$ cat src/logic/spll_regs.vh
// Purpose: constants for the sector protection and lock logic
// Assumes: plain Verilog-2005 includes this file once per module file
// Notes:   opcodes other than the sector protection read are free choices
`ifndef SPLL_REGS_VH
`define SPLL_REGS_VH

// ==========================================================
// command opcodes
`define SPLL_OP_RD_SECT   8'h3c
`define SPLL_OP_WR_STAT   8'h01
`define SPLL_OP_RD_STAT   8'h05
`define SPLL_OP_PROT_SEC  8'h36
`define SPLL_OP_UNPR_SEC  8'h39

// ==========================================================
// first status byte layout
`define SPLL_STAT_LOCK    7
`define SPLL_STAT_WP      4
`define SPLL_STAT_SUM_HI  3
`define SPLL_STAT_SUM_LO  2
`define SPLL_GLOB_HI      5
`define SPLL_GLOB_LO      2
`define SPLL_GLOB_UNPROT  4'h0
`define SPLL_GLOB_PROT    4'hf

// ==========================================================
// protection summary codes
`define SPLL_SUM_NONE     2'h0
`define SPLL_SUM_SOME     2'h1
`define SPLL_SUM_ALL      2'h3

// ==========================================================
// sector read answers and reset values
`define SPLL_BYTE_UNPROT  8'h00
`define SPLL_BYTE_PROT    8'hff
`define SPLL_NSECT        4
`define SPLL_PROT_RESET   1'b1
`define SPLL_LOCK_RESET   1'b0

// ==========================================================
// framing counts
`define SPLL_BITS_LAST    3'h7
`define SPLL_ADDR_LAST    2'h2

`endif

$ cat src/logic/spll_sync.v
// Purpose: two flip-flop synchroniser for the pin inputs
// Assumes: pins are asynchronous to clock
// Notes:   first stage is read only by the second stage
`timescale 1ns/1ns
module spll_sync #(
  parameter W = 4
) (
  // clock and reset
  input  wire         clock,
  input  wire         rst,
  // pins in, synchronised out
  input  wire [W-1:0] pin_in,
  input  wire [W-1:0] pin_rst_val,
  output wire [W-1:0] pin_sync
);

  reg [W-1:0] meta_reg;
  reg [W-1:0] sync_reg;

  // ==========================================================
  // one pair of flops per pin
  genvar gi;
  generate
    for (gi = 0; gi < W; gi = gi + 1) begin : g_bit
      always @(posedge clock or posedge rst) begin
        if (rst) begin
          meta_reg[gi] <= 1'b1; // reset loads 1 into every pin flop, the idle level of cs_n and wp_n
          sync_reg[gi] <= 1'b1;
        end else begin
          meta_reg[gi] <= pin_in[gi];
          sync_reg[gi] <= meta_reg[gi];
        end
      end
    end
  endgenerate

  // reset value port is unused by the flops; kept only as a width check
  assign pin_sync = sync_reg | (pin_rst_val & {W{1'b0}});

endmodule

$ cat src/logic/spll_bank.v
// Purpose: bank of sector protection bits
// Assumes: at most one of the update pulses is high in a cycle
// Notes:   global pulses win over a single sector pulse
`timescale 1ns/1ns
`include "spll_regs.vh"
module spll_bank (
  // clock and reset
  input  wire                     clock,
  input  wire                     rst,
  // update pulses
  input  wire                     glob_set,
  input  wire                     glob_clr,
  input  wire                     sec_set,
  input  wire                     sec_clr,
  input  wire [1:0]               sec_idx,
  // protection state
  output reg  [`SPLL_NSECT-1:0]   prot_reg
);

  // ==========================================================
  // one protection flop per sector
  genvar gs;
  generate
    for (gs = 0; gs < `SPLL_NSECT; gs = gs + 1) begin : g_sect
      always @(posedge clock or posedge rst) begin
        if (rst) begin
          prot_reg[gs] <= `SPLL_PROT_RESET;
        end else if (glob_set) begin
          prot_reg[gs] <= 1'b1;
        end else if (glob_clr) begin
          prot_reg[gs] <= 1'b0;
        end else if (sec_idx == gs) begin
          if (sec_set) begin
            prot_reg[gs] <= 1'b1;
          end else if (sec_clr) begin
            prot_reg[gs] <= 1'b0;
          end
        end
      end
    end
  endgenerate

endmodule

$ cat src/logic/spll_top.v
// Purpose: sector protection and locking logic behind the serial pins
// Assumes: serial mode 0, pins sampled by a clock much faster than sclk
// Notes:   write enable, busy and array access live elsewhere
//
// What this block does
// - lock clear, status write 00h clears every sector protection bit, lock stays 0.
// - lock clear, status write 7Fh sets every sector protection bit, lock stays 0.
// - lock clear, status write FFh sets every protection bit and sets lock.
// - status write 0Fh clears lock without global change when pin is high.
// - status write F0h sets lock and leaves protection bits alone.
// - only bit 7 of a status write is stored; bits 5..2 only decode.
// - status read bits 4..2 show pin level and protection summary.
// - soft-locked status write skips global action but may clear lock.
// - opcode 3Ch plus three address bytes starts a sector protection read.
// - sector read returns repeating 00h when unprotected, FFh when protected.
// - chip select rising ends the read at once and floats the output.
// - sector read data carries no write-protect pin information.
// - hardware lock is active only with pin low and lock bit 1.
// - hardware lock ignores sector protect, unprotect and status writes.
// - write clearing lock from 1 to 0 applies no global action.
// - reset leaves every sector protected and the lock bit clear.
// - lock bit 1 with pin high ignores sector protect and unprotect.
// - write raising lock from 0 to 1 also applies its global action.
// - pin never changes protection; a sector is protected when its bit is 1.
// - global unprotect clears all bits, global protect sets all, others keep.
`timescale 1ns/1ns
`include "spll_regs.vh"
module spll_top (
  // clock and reset
  input  wire                   clock,
  input  wire                   rst,
  // serial pins
  input  wire                   sclk,
  input  wire                   cs_n,
  input  wire                   si,
  input  wire                   wp_n,
  output reg                    so_out_reg,
  output reg                    so_oe_reg,
  // protection state
  output wire [`SPLL_NSECT-1:0] sector_protect,
  output reg                    protection_lock_bit,
  output reg                    hw_lock_reg,
  output reg  [1:0]             software_protection_summary
);

  // ==========================================================
  // frame states
  localparam [2:0] ST_OPC  = 3'h0;
  localparam [2:0] ST_ADDR = 3'h1;
  localparam [2:0] ST_DATA = 3'h2;
  localparam [2:0] ST_OUT  = 3'h3;
  localparam [2:0] ST_SKIP = 3'h4;

  // ==========================================================
  // synchronised pins
  wire [3:0] pins_sync;
  wire       sclk_s;
  wire       cs_n_s;
  wire       si_s;
  wire       wp_n_s;

  spll_sync #(
    .W(4)
  ) u_sync (
    .clock       (clock),
    .rst         (rst),
    .pin_in      ({wp_n, si, cs_n, sclk}),
    .pin_rst_val (4'hf),
    .pin_sync    (pins_sync)
  );

  assign sclk_s = pins_sync[0];
  assign cs_n_s = pins_sync[1];
  assign si_s   = pins_sync[2];
  assign wp_n_s = pins_sync[3];

  // ==========================================================
  // state registers
  reg [2:0] state_reg;
  reg [2:0] state_next;
  reg       sclk_d_reg;
  reg [6:0] shift_reg;
  reg [2:0] bit_reg;
  reg [1:0] addr_cnt_reg;
  reg [1:0] addr_cnt_next;
  reg [7:0] opc_reg;
  reg [7:0] opc_next;
  reg [1:0] sec_idx_reg;
  reg [1:0] sec_idx_next;
  reg [2:0] out_bit_reg;
  reg [7:0] out_byte_reg;
  reg       out_stat_reg;
  reg       out_stat_next;
  reg       load_out_next;
  reg       lock_next;
  reg       glob_set_reg;
  reg       glob_set_next;
  reg       glob_clr_reg;
  reg       glob_clr_next;
  reg       sec_set_reg;
  reg       sec_set_next;
  reg       sec_clr_reg;
  reg       sec_clr_next;

  wire       rise;
  wire       fall;
  wire       byte_done;
  wire [7:0] byte_in;
  wire [3:0] glob_code;
  wire       hw_lock;
  wire [7:0] stat_byte;
  wire [7:0] sect_byte;
  wire       sel_prot;

  // edges are found on the second synchroniser stage only
  assign rise      = sclk_s & ~sclk_d_reg & ~cs_n_s;
  assign fall      = ~sclk_s & sclk_d_reg & ~cs_n_s;
  assign byte_done = rise & (bit_reg == `SPLL_BITS_LAST);
  assign byte_in   = {shift_reg, si_s};
  assign glob_code = byte_in[`SPLL_GLOB_HI:`SPLL_GLOB_LO];

  // hardware lock needs both the pin low and the lock bit set
  assign hw_lock = ~wp_n_s & protection_lock_bit;

  // ==========================================================
  // answer bytes
  // status byte: lock, pin level and summary; written bits 5..2 never show
  assign stat_byte = {protection_lock_bit, 2'h0, wp_n_s,
                      software_protection_summary, 2'h0};
  // sector byte is built from the protection bit alone, pin not used
  assign sel_prot  = sector_protect[sec_idx_reg];
  assign sect_byte = sel_prot ? `SPLL_BYTE_PROT : `SPLL_BYTE_UNPROT;

  // ==========================================================
  // protection bits
  spll_bank u_bank (
    .clock    (clock),
    .rst      (rst),
    .glob_set (glob_set_reg),
    .glob_clr (glob_clr_reg),
    .sec_set  (sec_set_reg),
    .sec_clr  (sec_clr_reg),
    .sec_idx  (sec_idx_reg),
    .prot_reg (sector_protect)
  );

  // ==========================================================
  // command decode on each completed byte
  always @* begin
    state_next    = state_reg;
    addr_cnt_next = addr_cnt_reg;
    opc_next      = opc_reg;
    sec_idx_next  = sec_idx_reg;
    out_stat_next = out_stat_reg;
    load_out_next = 1'b0;
    lock_next     = protection_lock_bit;
    glob_set_next = 1'b0;
    glob_clr_next = 1'b0;
    sec_set_next  = 1'b0;
    sec_clr_next  = 1'b0;
    if (byte_done) begin
      case (state_reg)
        ST_OPC: begin
          opc_next      = byte_in;
          addr_cnt_next = 2'h0;
          case (byte_in)
            `SPLL_OP_RD_STAT: begin
              state_next    = ST_OUT;
              out_stat_next = 1'b1;
              load_out_next = 1'b1;
            end
            `SPLL_OP_WR_STAT: begin
              state_next = ST_DATA;
            end
            `SPLL_OP_RD_SECT,
            `SPLL_OP_PROT_SEC,
            `SPLL_OP_UNPR_SEC: begin
              state_next = ST_ADDR;
            end
            default: begin
              state_next = ST_SKIP;
            end
          endcase
        end
        ST_ADDR: begin
          addr_cnt_next = addr_cnt_reg + 2'h1;
          // first address byte holds A23..A16; A17..A16 pick the sector
          if (addr_cnt_reg == 2'h0) begin
            sec_idx_next = byte_in[1:0];
          end
          if (addr_cnt_reg == `SPLL_ADDR_LAST) begin
            if (opc_reg == `SPLL_OP_RD_SECT) begin
              state_next    = ST_OUT;
              out_stat_next = 1'b0;
              load_out_next = 1'b1;
            end else begin
              state_next = ST_SKIP;
              // any lock, soft or hard, freezes single sector updates
              if (!protection_lock_bit) begin
                sec_set_next = (opc_reg == `SPLL_OP_PROT_SEC);
                sec_clr_next = (opc_reg == `SPLL_OP_UNPR_SEC);
              end
            end
          end
        end
        ST_DATA: begin
          state_next = ST_SKIP;
          if (hw_lock) begin
            lock_next = protection_lock_bit;
          end else if (protection_lock_bit) begin
            // soft lock: only the lock bit moves, global is withheld
            lock_next = byte_in[`SPLL_STAT_LOCK];
          end else begin
            // unlocked: lock bit stored, global applied with it
            lock_next     = byte_in[`SPLL_STAT_LOCK];
            glob_clr_next = (glob_code == `SPLL_GLOB_UNPROT);
            glob_set_next = (glob_code == `SPLL_GLOB_PROT);
          end
        end
        ST_OUT: begin
          state_next = ST_OUT;
        end
        ST_SKIP: begin
          state_next = ST_SKIP;
        end
        default: begin
          state_next = ST_SKIP;
        end
      endcase
    end
  end

  // ==========================================================
  // frame sequencing on the sampled serial clock
  always @(posedge clock or posedge rst) begin
    if (rst) begin
      state_reg    <= ST_OPC;
      sclk_d_reg   <= 1'b1;
      shift_reg    <= 7'h00;
      bit_reg      <= 3'h0;
      addr_cnt_reg <= 2'h0;
      opc_reg      <= 8'h00;
      sec_idx_reg  <= 2'h0;
      out_stat_reg <= 1'b0;
    end else begin
      sclk_d_reg <= sclk_s;
      if (cs_n_s) begin
        // deselect drops the frame wherever it stood, mid-byte too
        state_reg    <= ST_OPC;
        bit_reg      <= 3'h0;
        addr_cnt_reg <= 2'h0;
      end else begin
        state_reg    <= state_next;
        addr_cnt_reg <= addr_cnt_next;
        opc_reg      <= opc_next;
        sec_idx_reg  <= sec_idx_next;
        out_stat_reg <= out_stat_next;
        if (rise) begin
          shift_reg <= byte_in[6:0];
          bit_reg   <= bit_reg + 3'h1;
        end
      end
    end
  end

  // ==========================================================
  // lock bit and update pulses
  // pulses land one cycle after the byte so the bank sees a clean strobe
  always @(posedge clock or posedge rst) begin
    if (rst) begin
      protection_lock_bit <= `SPLL_LOCK_RESET;
      glob_set_reg        <= 1'b0;
      glob_clr_reg        <= 1'b0;
      sec_set_reg         <= 1'b0;
      sec_clr_reg         <= 1'b0;
    end else begin
      protection_lock_bit <= cs_n_s ? protection_lock_bit : lock_next;
      glob_set_reg        <= glob_set_next & ~cs_n_s;
      glob_clr_reg        <= glob_clr_next & ~cs_n_s;
      sec_set_reg         <= sec_set_next & ~cs_n_s;
      sec_clr_reg         <= sec_clr_next & ~cs_n_s;
    end
  end

  // ==========================================================
  // status outputs; the pin only feeds the lock flag, never the bits
  always @(posedge clock or posedge rst) begin
    if (rst) begin
      hw_lock_reg                 <= 1'b0;
      software_protection_summary <= `SPLL_SUM_ALL;
    end else begin
      hw_lock_reg <= hw_lock;
      if (&sector_protect) begin
        software_protection_summary <= `SPLL_SUM_ALL;
      end else if (|sector_protect) begin
        software_protection_summary <= `SPLL_SUM_SOME;
      end else begin
        software_protection_summary <= `SPLL_SUM_NONE;
      end
    end
  end

  // ==========================================================
  // serial output, one bit per falling edge, msb first
  // the byte is refreshed at each wrap so a long read tracks live state
  always @(posedge clock or posedge rst) begin
    if (rst) begin
      so_out_reg   <= 1'b0;
      so_oe_reg    <= 1'b0;
      out_bit_reg  <= 3'h0;
      out_byte_reg <= 8'h00;
    end else if (cs_n_s) begin
      so_out_reg  <= 1'b0;
      so_oe_reg   <= 1'b0;
      out_bit_reg <= 3'h0;
    end else if (load_out_next) begin
      out_bit_reg  <= 3'h0;
      out_byte_reg <= out_stat_next ? stat_byte : sect_byte;
    end else if (fall && state_reg == ST_OUT) begin
      so_oe_reg   <= 1'b1;
      so_out_reg  <= out_byte_reg[3'h7 - out_bit_reg];
      out_bit_reg <= out_bit_reg + 3'h1;
      if (out_bit_reg == `SPLL_BITS_LAST) begin
        out_byte_reg <= out_stat_reg ? stat_byte : sect_byte;
      end
    end
  end

endmodule

$ cat config.mk
export PLATFORM = sky130hd
export DESIGN_NAME = spll_top
export DESIGN_NICKNAME = d
export VERILOG_FILES = /design/src/logic/spll_sync.v /design/src/logic/spll_bank.v /design/src/logic/spll_top.v
export VERILOG_INCLUDE_DIRS = /design/src /design/src/logic
export SDC_FILE = /design/constraint.sdc
export NUM_CORES = 1
export LEC_CHECK = 0
export ABC_AREA = 1
export BUFFER_PORTS_ARGS = -buffer_cell sky130_fd_sc_hd__buf_2
export CAP_MARGIN = 25
export CORE_ASPECT_RATIO = 0.5
export CORE_MARGIN = 2
export CORE_UTILIZATION = 50
export CTS_BUF_LIST = sky130_fd_sc_hd__clkbuf_8
export CTS_CLUSTER_DIAMETER = 30
export CTS_CLUSTER_SIZE = 28
export DETAILED_ROUTE_END_ITERATION = 10
export GPL_ROUTABILITY_DRIVEN = 0
export MAX_ROUTING_LAYER = met4
export PLACE_DENSITY = 0.7
export SYNTH_ARGS = -nofsm -noshare
export SYNTH_HDL_FRONTEND = slang
export SYNTH_HIERARCHICAL = 1
export SYNTH_SLANG_ARGS = --single-unit
export TNS_END_PERCENT = 30
$ cat constraint.sdc
create_clock -name clock -period 1.4 [get_ports clock]
set_input_delay 0.28 -clock clock [delete_from_list [all_inputs] [get_ports clock]]
set_output_delay 0.28 -clock clock [all_outputs]
set_load 0.1 [all_outputs]
# Word-level counts from Yosys, hierarchy flattened
# Cells that the tools add are included.
[op_classes]
eq_ne = 20
muxes = 74
n_bitwise = 15
n_lt_le_gt_ge = 2
n_reduce_logical = 32
add_sub_neg = 4
[op_table]
columns = ["cell", "count"]
rows = [
  ["$mux 1", 49],
  ["$eq 8x6->1 const B", 6],
  ["$mux 8", 6],
  ["$mux 3", 9],
  ["$pmux 3 s3", 2],
  ["$reduce_bool 3->1", 6],
  ["$reduce_and 2->1", 8],
  ["$reduce_and 4->1", 3],
  ["$and 1x1->1", 10],
  ["$reduce_bool 2->1", 5],
  ["$eq 8x1->1 const B", 1],
  ["$eq 8x3->1 const B", 1],
  ["$add 3x1->3 const B", 2],
  ["$eq 2x2->1 const B", 3],
  ["$eq 3x2->1 const B", 2],
  ["$eq 3x3->1 const B", 2],
  ["$mux 2", 3],
  ["$reduce_and 3->1", 2],
  ["$not 1->1", 5],
  ["$eq 4x4->1 const B", 1],
  ["$logic_not 2->1", 2],
  ["$logic_not 4->1", 1],
  ["$lt 3x4->1 const B", 1],
  ["$pmux 1 s2", 2],
  ["15 further kinds", 15],
]
[word_totals]
out_inout_bits = 10
elab_cells = 178
inputBits = 6
reg_bits = 60

# Logic depth before layout (Yosys ltp)
# Gate-level depths: netlist (run 1).
[logic_depth]
depth_word = 7
depth_mapped = 11
mapped_depth_nobuf = 11

# Hierarchy
# Netlist (run 1), hierarchy kept.
[modules_own_cells]
columns = ["mod", "cells_per_inst", "area_each_um2", "instances", "seq_area_each_um2"]
rows = [
  ["spll_top", 278, 2328.5, 1, 1129.8],
  ["spll_bank", 38, 244.0, 1, 105.1],
  ["spll_sync", 9, 214.0, 1, 210.2],
]

# Worst setup path after synthesis (run 1)
# Ideal clock, no wire load.
[synth_timing]
path_type = "flip-flop to flip-flop"
start = "register u_bank.prot_reg[3]"
end = "register out_byte_reg[7]"
t_arrival_ns = 1.511
t_required_ns = 1.335
n_path_buf = 0
setup_time_ns = 0.065
stages_incl_launch_ff = 7
path_slack_ns = -0.176
period_less_slack_ns = 1.576
path_cell_list = "dfstp_2 -> nand2_1 -> a32oi_1 -> nand2_4 -> nand2_1 -> nand2_1 -> nand2_1"
[synth_via]
elab_chain_len = 7
elab_cells_between_ends = 8
classes_between = "8 x mux"
[synth_lines]
columns = ["element", "line", "text"]
rows = [
  ["start, declared", "spll_bank.v:17", "output reg [`SPLL_NSECT-1:0] prot_reg"],
  ["start signal, assigned by index", "spll_bank.v:27", "prot_reg[gs] <= `SPLL_PROT_RESET;"],
  ["$bmux 1 s2 *", "spll_top.v:131", "assign sel_prot = sector_protect[sec_idx_reg];"],
  ["$mux 1 (implied by the code) *", "spll_top.v:131", ""],
  ["$mux 8 (no line) *", "n/a", ""],
  ["$mux 8", "spll_top.v:324", "out_byte_reg <= out_stat_reg ? stat_byte : sect_byte;"],
  ["$mux 8", "spll_top.v:323", "if (out_bit_reg == `SPLL_BITS_LAST) begin"],
  ["$mux 8", "spll_top.v:319", "end else if (fall && state_reg == ST_OUT) begin"],
  ["$mux 8 *", "spll_top.v:316", "end else if (load_out_next) begin"],
  ["end signal, assigned", "spll_top.v:318", "out_byte_reg <= out_stat_next ? stat_byte : sect_byte;"],
  ["end signal, assigned", "spll_top.v:324", ""],
  ["end, declared", "spll_top.v:91", "reg [7:0] out_byte_reg;"],
]
# Mark *: on every way between the ends. The rest lies on a longest branch, timed or not. The select of a mux whose other input is x is not followed.
# A chain may end at the register's enable or synchronous reset.

# Worst setup path in the final report (run 1)
[layout_timing]
start = "register bit_reg[0]"
end = "register opc_reg[3]"
[layout_via]
elab_chain_len = 3
[layout_lines]
columns = ["element", "line", "text"]
rows = [
  ["start, declared", "spll_top.v:83", "reg [2:0] bit_reg;"],
  ["start signal, assigned", "spll_top.v:260", "bit_reg <= bit_reg + 3'h1;"],
  ["$eq 3x3->1 (no line)", "n/a", ""],
  ["$and 1x1->1", "spll_top.v:118", "assign byte_done = rise & (bit_reg == `SPLL_BITS_LAST);"],
  ["$reduce_and 3->1 (no line)", "n/a", ""],
  ["end signal, assigned", "spll_top.v:255", "opc_reg <= opc_next;"],
  ["end, declared", "spll_top.v:86", "reg [7:0] opc_reg;"],
]
# Every way passes these cells.

==> results of run 1 <==
==> cell type report <==
type / instances / area share [%]
Multi-Input combinational cell: 218 / 32.75
Inverter: 47 / 4.939
Tap cell: 73 / 2.470
Sequential cell: 57 / 39.48
Timing Repair inverter: 1 / 0.2030
Clock inverter: 4 / 2.639
Clock buffer: 12 / 4.465
Timing Repair Buffer: 53 / 13.06
==> worst max-delay path: cells and delay by family, from the launching register on <==
family	cells	cell delay, ns
AOI/OAI and AO/OA	1	0.08
adders and majority gates	2	0.34
buffers and inverters	2	0.32
DFF	1	0.36
and+or+nand+nor	3	0.34
==> through the flow <==
| stage | TNS (ns) | power [W] | setup WS [ns] |
|---|---|---|---|
| floorplan | -0.4899 | 0.001993 | -0.1055 |
| global placement | -1.144 | 0.002177 | -0.1115 |
| detailed placement | -2.347 | 0.002193 | -0.1966 |
| CTS | -2.253 | 0.004190 | -0.1416 |
| global route | -5.442 | 0.004316 | -0.2798 |
| finish | -2.477 | 0.004166 | -0.1600 |
==> power by group <==
group,switching (W),internal [W]
Combinational,0.000250,0.000178
Clock,0.000646,0.00133
Sequential,0.0000421,0.00172
Total,0.000938,0.00323
==> layer usage <==
metal  share of wire (%)  vias to the layer above  track usage, %
met5                   0                        -               -
met4                0.81                        0           8.137
met3                 4.6                        6           6.620
met2                  46                       54           32.54
met1                  49                     1107           29.40
li1                    -                     1181               -
==> cell usage in the layout, fill, tap and decap left out, types with 2 or more instances in the layout <==
| master | n |
|---|---|
| dfrtp_1 | 42 |
| buf_12 | 8 |
| nand3_2 | 2 |
| nand4_1 | 10 |
| bufinv_16 | 3 |
| dfstp_4 | 4 |
| nor2_1 | 15 |
| clkinvlp_4 | 3 |
| buf_2 | 6 |
| inv_1 | 41 |
| nand2_2 | 3 |
| buf_4 | 39 |
| nor2_4 | 5 |
| nand2_1 | 95 |
| ha_1 | 4 |
| o21bai_1 | 2 |
| nand2_4 | 4 |
| o21ai_1 | 4 |
| o21ai_0 | 30 |
| clkbuf_8 | 12 |
| nor2_2 | 6 |
| nor3_2 | 4 |
| nor4_1 | 2 |
| nand3_1 | 16 |
| nand4_4 | 3 |
| a21oi_1 | 4 |
| dfstp_2 | 11 |
| inv_2 | 4 |
==> timing repair <==
item                                   4_1_cts  5_1_grt
pin swaps                                    5        0
setup endpoints to repair                   28       32
endpoints found under the hold margin        0        0
gates cloned                                 0        1
setup buffers                                3        1
gates resized for setup                      9       10
==> worst min-delay path by stage <==
stage               slack (ns)                  to  cells past startpoint
detailed placement        0.35  u_sync/pin_sync[0]                      0
global placement          0.35  u_sync/pin_sync[3]                      0
CTS                       0.02     out_byte_reg[7]                      3
floorplan                 0.24  u_bank/prot_reg[0]                      1
finish                    0.01     out_byte_reg[7]                      3
global route              0.02  u_sync/meta_reg[2]                      1
==> impl_metrics.toml, run 1 <==
[status]
status = "finished with violations"
violations = "setup timing"

[setup_path]
crit_type = "register to register"
endpoint = "opc_reg[3]"
reg2reg_slack_ns = -0.16
path_cells = "ha_2 > ha_4 > nand4_4 > nor2_4 > buf_4 > clkinvlp_4 > nand2_1 > o21ai_0"
rr_endpoint = "opc_reg[3]"
worstReg2RegStart = "bit_reg[0]"
required_ns = 1.61
critPathLaunchType = "register"
worstPathMaxFanout = 6
slowest_stage = "dfrtp_1"
slowest_delay_ns = 0.36
end_kind = "register"
cp-startpoint = "bit_reg[0]"
r2r_cells = 8
arrival_ns = 1.77

[run]
cap_violations = 0

[finish]
fin_util_pct = 68.24
stdcell_count = 465
antennaDiodeCount = 0
area_delta_synth_final_pct = 32.91
final_area_mm2 = 0.003699
fin_nets = 399
largest_reg_flops = 8
multi_input_area_mm2 = 0.001211
drive_gt1_share_pct = 31.12
ff_latch_area_mm2 = 0.001460
fillers = 417

[placed_design]
dp_cells = 444
dpl.hpwl_um = 4324
port_buffers = 15
place_area_mm2 = 0.003343

[floorplan]
start_util_pct = 51.34
die_h_um = 56.75
die_width_um = 109.5
core_area_mm2 = 0.005420
die_area_mm2 = 0.006214
ioPinCount = 16
row_count = 19

[timing]
finalHoldViolations = 0
holdWs_ns = 0.01292
max_freq_mhz = 641.0
relSlewSlack_pct = 68.00
layout_setup_ws_ns = -0.1600
finalMaxSlewViolations = 0
fin_worst_skew_ns = 0.01119
worst_pin_slew_ns = 0.4833
finalCritPeriodShare_pct = 111.4
rsz0062_at_grt = "true"
fin_crit_ns = 1.560
finalSetupViolations = 27

[drt]
wl_per_cell_um = 13.00
firstDrtPassIters = 5
totalWireLength_um = 6045
drc = 0
first_iter_violations = 127
dr_total_vias = 2348
ant_nets = 0
viasPerCell = 5.049

[cts]
h-tree-depth = 3
cts_tree = "yes"
clock_latency_ns = 0.34
numCtsBuffers = 9
root_buffer = "clkbuf_8"
cts.clk_slew.worst_paths_ns = 0.07
holdBufCountCts = 0
cts_buffer_depth = 2
cts_sinks = 57

[global_route]
grt_usage_pct = 22.22
grt_pass1_vias = 2186
grt_max_degree = 46
grt_pass1_wl_um = 10010
grt-ovfl-total = 0
antenna_found_initial = 0

[synthesis]
syn-num-nets = 336
yosysWarnings = 6
netlist_area_mm2 = 0.002783
synthCells = 324
synth.avg_cell_area_um2 = 8.588

[power_and_ir_drop]
p_leak_nw = 1.851
p_per_area_mw_per_mm2 = 1126
irDropWorstVdd_v = 0.0006211

[hold_path]
hold_class = "input port to async pin"
Power figures use the tool's default switching activity.
==> run 2, diff against run 1 <==
--- a/config.mk
+++ b/config.mk
@@ -6,19 +6,18 @@
 export SDC_FILE = /design/constraint.sdc
 export NUM_CORES = 1
 export LEC_CHECK = 0
-export ABC_AREA = 1
 export BUFFER_PORTS_ARGS = -buffer_cell sky130_fd_sc_hd__buf_2
 export CAP_MARGIN = 25
 export CORE_ASPECT_RATIO = 0.5
 export CORE_MARGIN = 2
-export CORE_UTILIZATION = 50
+export CORE_UTILIZATION = 56
 export CTS_BUF_LIST = sky130_fd_sc_hd__clkbuf_8
 export CTS_CLUSTER_DIAMETER = 30
 export CTS_CLUSTER_SIZE = 28
 export DETAILED_ROUTE_END_ITERATION = 10
 export GPL_ROUTABILITY_DRIVEN = 0
 export MAX_ROUTING_LAYER = met4
-export PLACE_DENSITY = 0.7
+export PLACE_DENSITY = 0.77
 export SYNTH_ARGS = -nofsm -noshare
 export SYNTH_HDL_FRONTEND = slang
 export SYNTH_HIERARCHICAL = 1
==> impl_metrics.toml, run 2 <==
[status]
status = "finished with violations"
violations = "setup timing"

[floorplan]
start_util_pct = 59.46
die_h_um = 52.93
die_width_um = 101.9
core_area_mm2 = 0.004509
die_area_mm2 = 0.005391
ioPinCount = 16
row_count = 17

[global_route]
grt_pass1_wl_um = 11800
antenna_found_initial = 0
grt-ovfl-total = 0
grt_pass1_vias = 2268
grt_usage_pct = 31.69
grt_max_degree = 46

[finish]
mostFrequentLayoutCells = "47 x buf_4, 41 x dfrtp_1, 15 x dfstp_2"
layout_commonest_cell = "buf_4"
fillers = 182
largest_reg_flops = 8
fin_nets = 309
fin_util_pct = 86.52
antennaDiodeCount = 0
area_delta_synth_final_pct = 45.50
drive_gt1_share_pct = 57.62

[drt]
ant_nets = 0
first_iter_violations = 240
wl_per_cell_um = 23.18
totalWireLength_um = 8529
firstDrtPassIters = 7
drc = 0
dr_total_vias = 2308
viasPerCell = 6.272

[cts]
clock_latency_ns = 0.35
root_buffer = "clkbuf_8"
holdBufCountCts = 0
h-tree-depth = 3
cts_tree = "yes"
cts_buffer_depth = 2
cts.clk_slew.worst_paths_ns = 0.07
cts_sinks = 57
numCtsBuffers = 9

[timing]
fin_crit_ns = 1.951
finalCritPeriodShare_pct = 139.3
max_freq_mhz = 512.7
worst_pin_slew_ns = 0.3904
rsz0062_at_grt = "true"
layout_setup_ws_ns = -0.5506
finalHoldViolations = 0
fin_worst_skew_ns = 0.009547
finalMaxSlewViolations = 0
finalSetupViolations = 42
relSlewSlack_pct = 73.86
tns_ns = -13.78

[synthesis]
netlist_area_mm2 = 0.002681
synthCells = 215
syn-num-nets = 227
synth.avg_cell_area_um2 = 12.47
yosysWarnings = 6

[power_and_ir_drop]
p_leak_nw = 1.809
p_per_area_mw_per_mm2 = 1089
irDropWorstVdd_v = 0.001075

[setup_path]
critPathLaunchType = "register"
end_kind = "register"
path_cells = "ha_2 > ha_4 > nand4bb_4 > buf_4 > buf_6 > or3_4 > o21ai_1 > o21ai_1"
required_ns = 1.61
slowest_stage = "or3_4"
crit_type = "register to register"
arrival_ns = 2.16
slowest_delay_ns = 0.41
cpMostUsedCell = "o21ai_1"
worstPathMaxFanout = 4
reg2reg_slack_ns = -0.55

[run]
cap_violations = 0

[hold_path]
hold_class = "input port to async pin"

[placed_design]
dpl.hpwl_um = 4144
port_buffers = 15
dp_slack_ns = -0.4727
run 2: through the flow:
stage / area, um2 / hold WS (ns) / cells / power [W]
after floorplan: 2713 / 0.2352 / 215 / 0.002156
final: 3901 / 0.01408 / 368 / 0.004248
after global routing: 3901 / 0.01229 / 368 / 0.004364
after CTS: 3742 / 0.02837 / 363 / 0.004041
after global placement: 3323 / 0.3460 / 340 / 0.002413
after detailed placement: 3323 / 0.3468 / 340 / 0.002446
run 2: final timing paths:
path                                    startpoint                        endpoint  depth (start not counted)
worst min-delay path                           rst                    shift_reg[4]                          3
worst max register to register          bit_reg[0]             protection_lock_bit                          8
worst max-delay path                    bit_reg[0]             protection_lock_bit                          8
max in group asynchronous                      rst  software_protection_summary[0]                          3
min in group clock                            sclk              u_sync/meta_reg[0]                          1
worst min register to register  u_sync/meta_reg[2]              u_sync/pin_sync[2]                          0
run 2: worst max-delay path, delay by kind of cell, from the launching register on:
family / cells / cell delay [ns]
buffers and inverters: 2 / 0.27
DFF: 1 / 0.37
adders and majority gates: 2 / 0.33
and+or+nand+nor: 2 / 0.53
AOI/OAI and AO/OA: 2 / 0.32
run 2: area by class of cell:
| cell class | instances | area [um2] | share of cell area (%) |
|---|---|---|---|
| tap | 66 | 82.58 | 2.117 |
| sequential | 57 | 1446 | 37.08 |
| clock buffer | 10 | 137.6 | 3.528 |
| clock inverter | 6 | 57.56 | 1.475 |
| inverter | 16 | 62.56 | 1.604 |
| timing repair buffer | 76 | 714.4 | 18.31 |
| multi-input combinational | 137 | 1400 | 35.89 |
run 2: metal layers:
layer	part of all wire (%)	GRT usage (%)	vias to the layer above
met5	0	-	-
met4	5.1	8.667	0
met3	7.8	10.57	60
met2	46	50.44	151
met1	41	39.76	1151
li1	-	-	946
run 2: timing repair:
item,in CTS,in global routing
gates resized for setup,40,29
cloned,1,0
pin swaps,7,12
endpoints found under the setup margin,43,47
setup buffers,6,5
run 2: report_power, final:
part / total, W / switching (W) / leakage, nW / internal (W)
clock network: 0.00155 / 0.000696 / 0.102 / 0.000856
logic: 0.000841 / 0.000430 / 0.977 / 0.000411
registers: 0.00185 / 0.0000964 / 0.730 / 0.00176
total: 0.00425 / 0.00122 / 1.81 / 0.00303
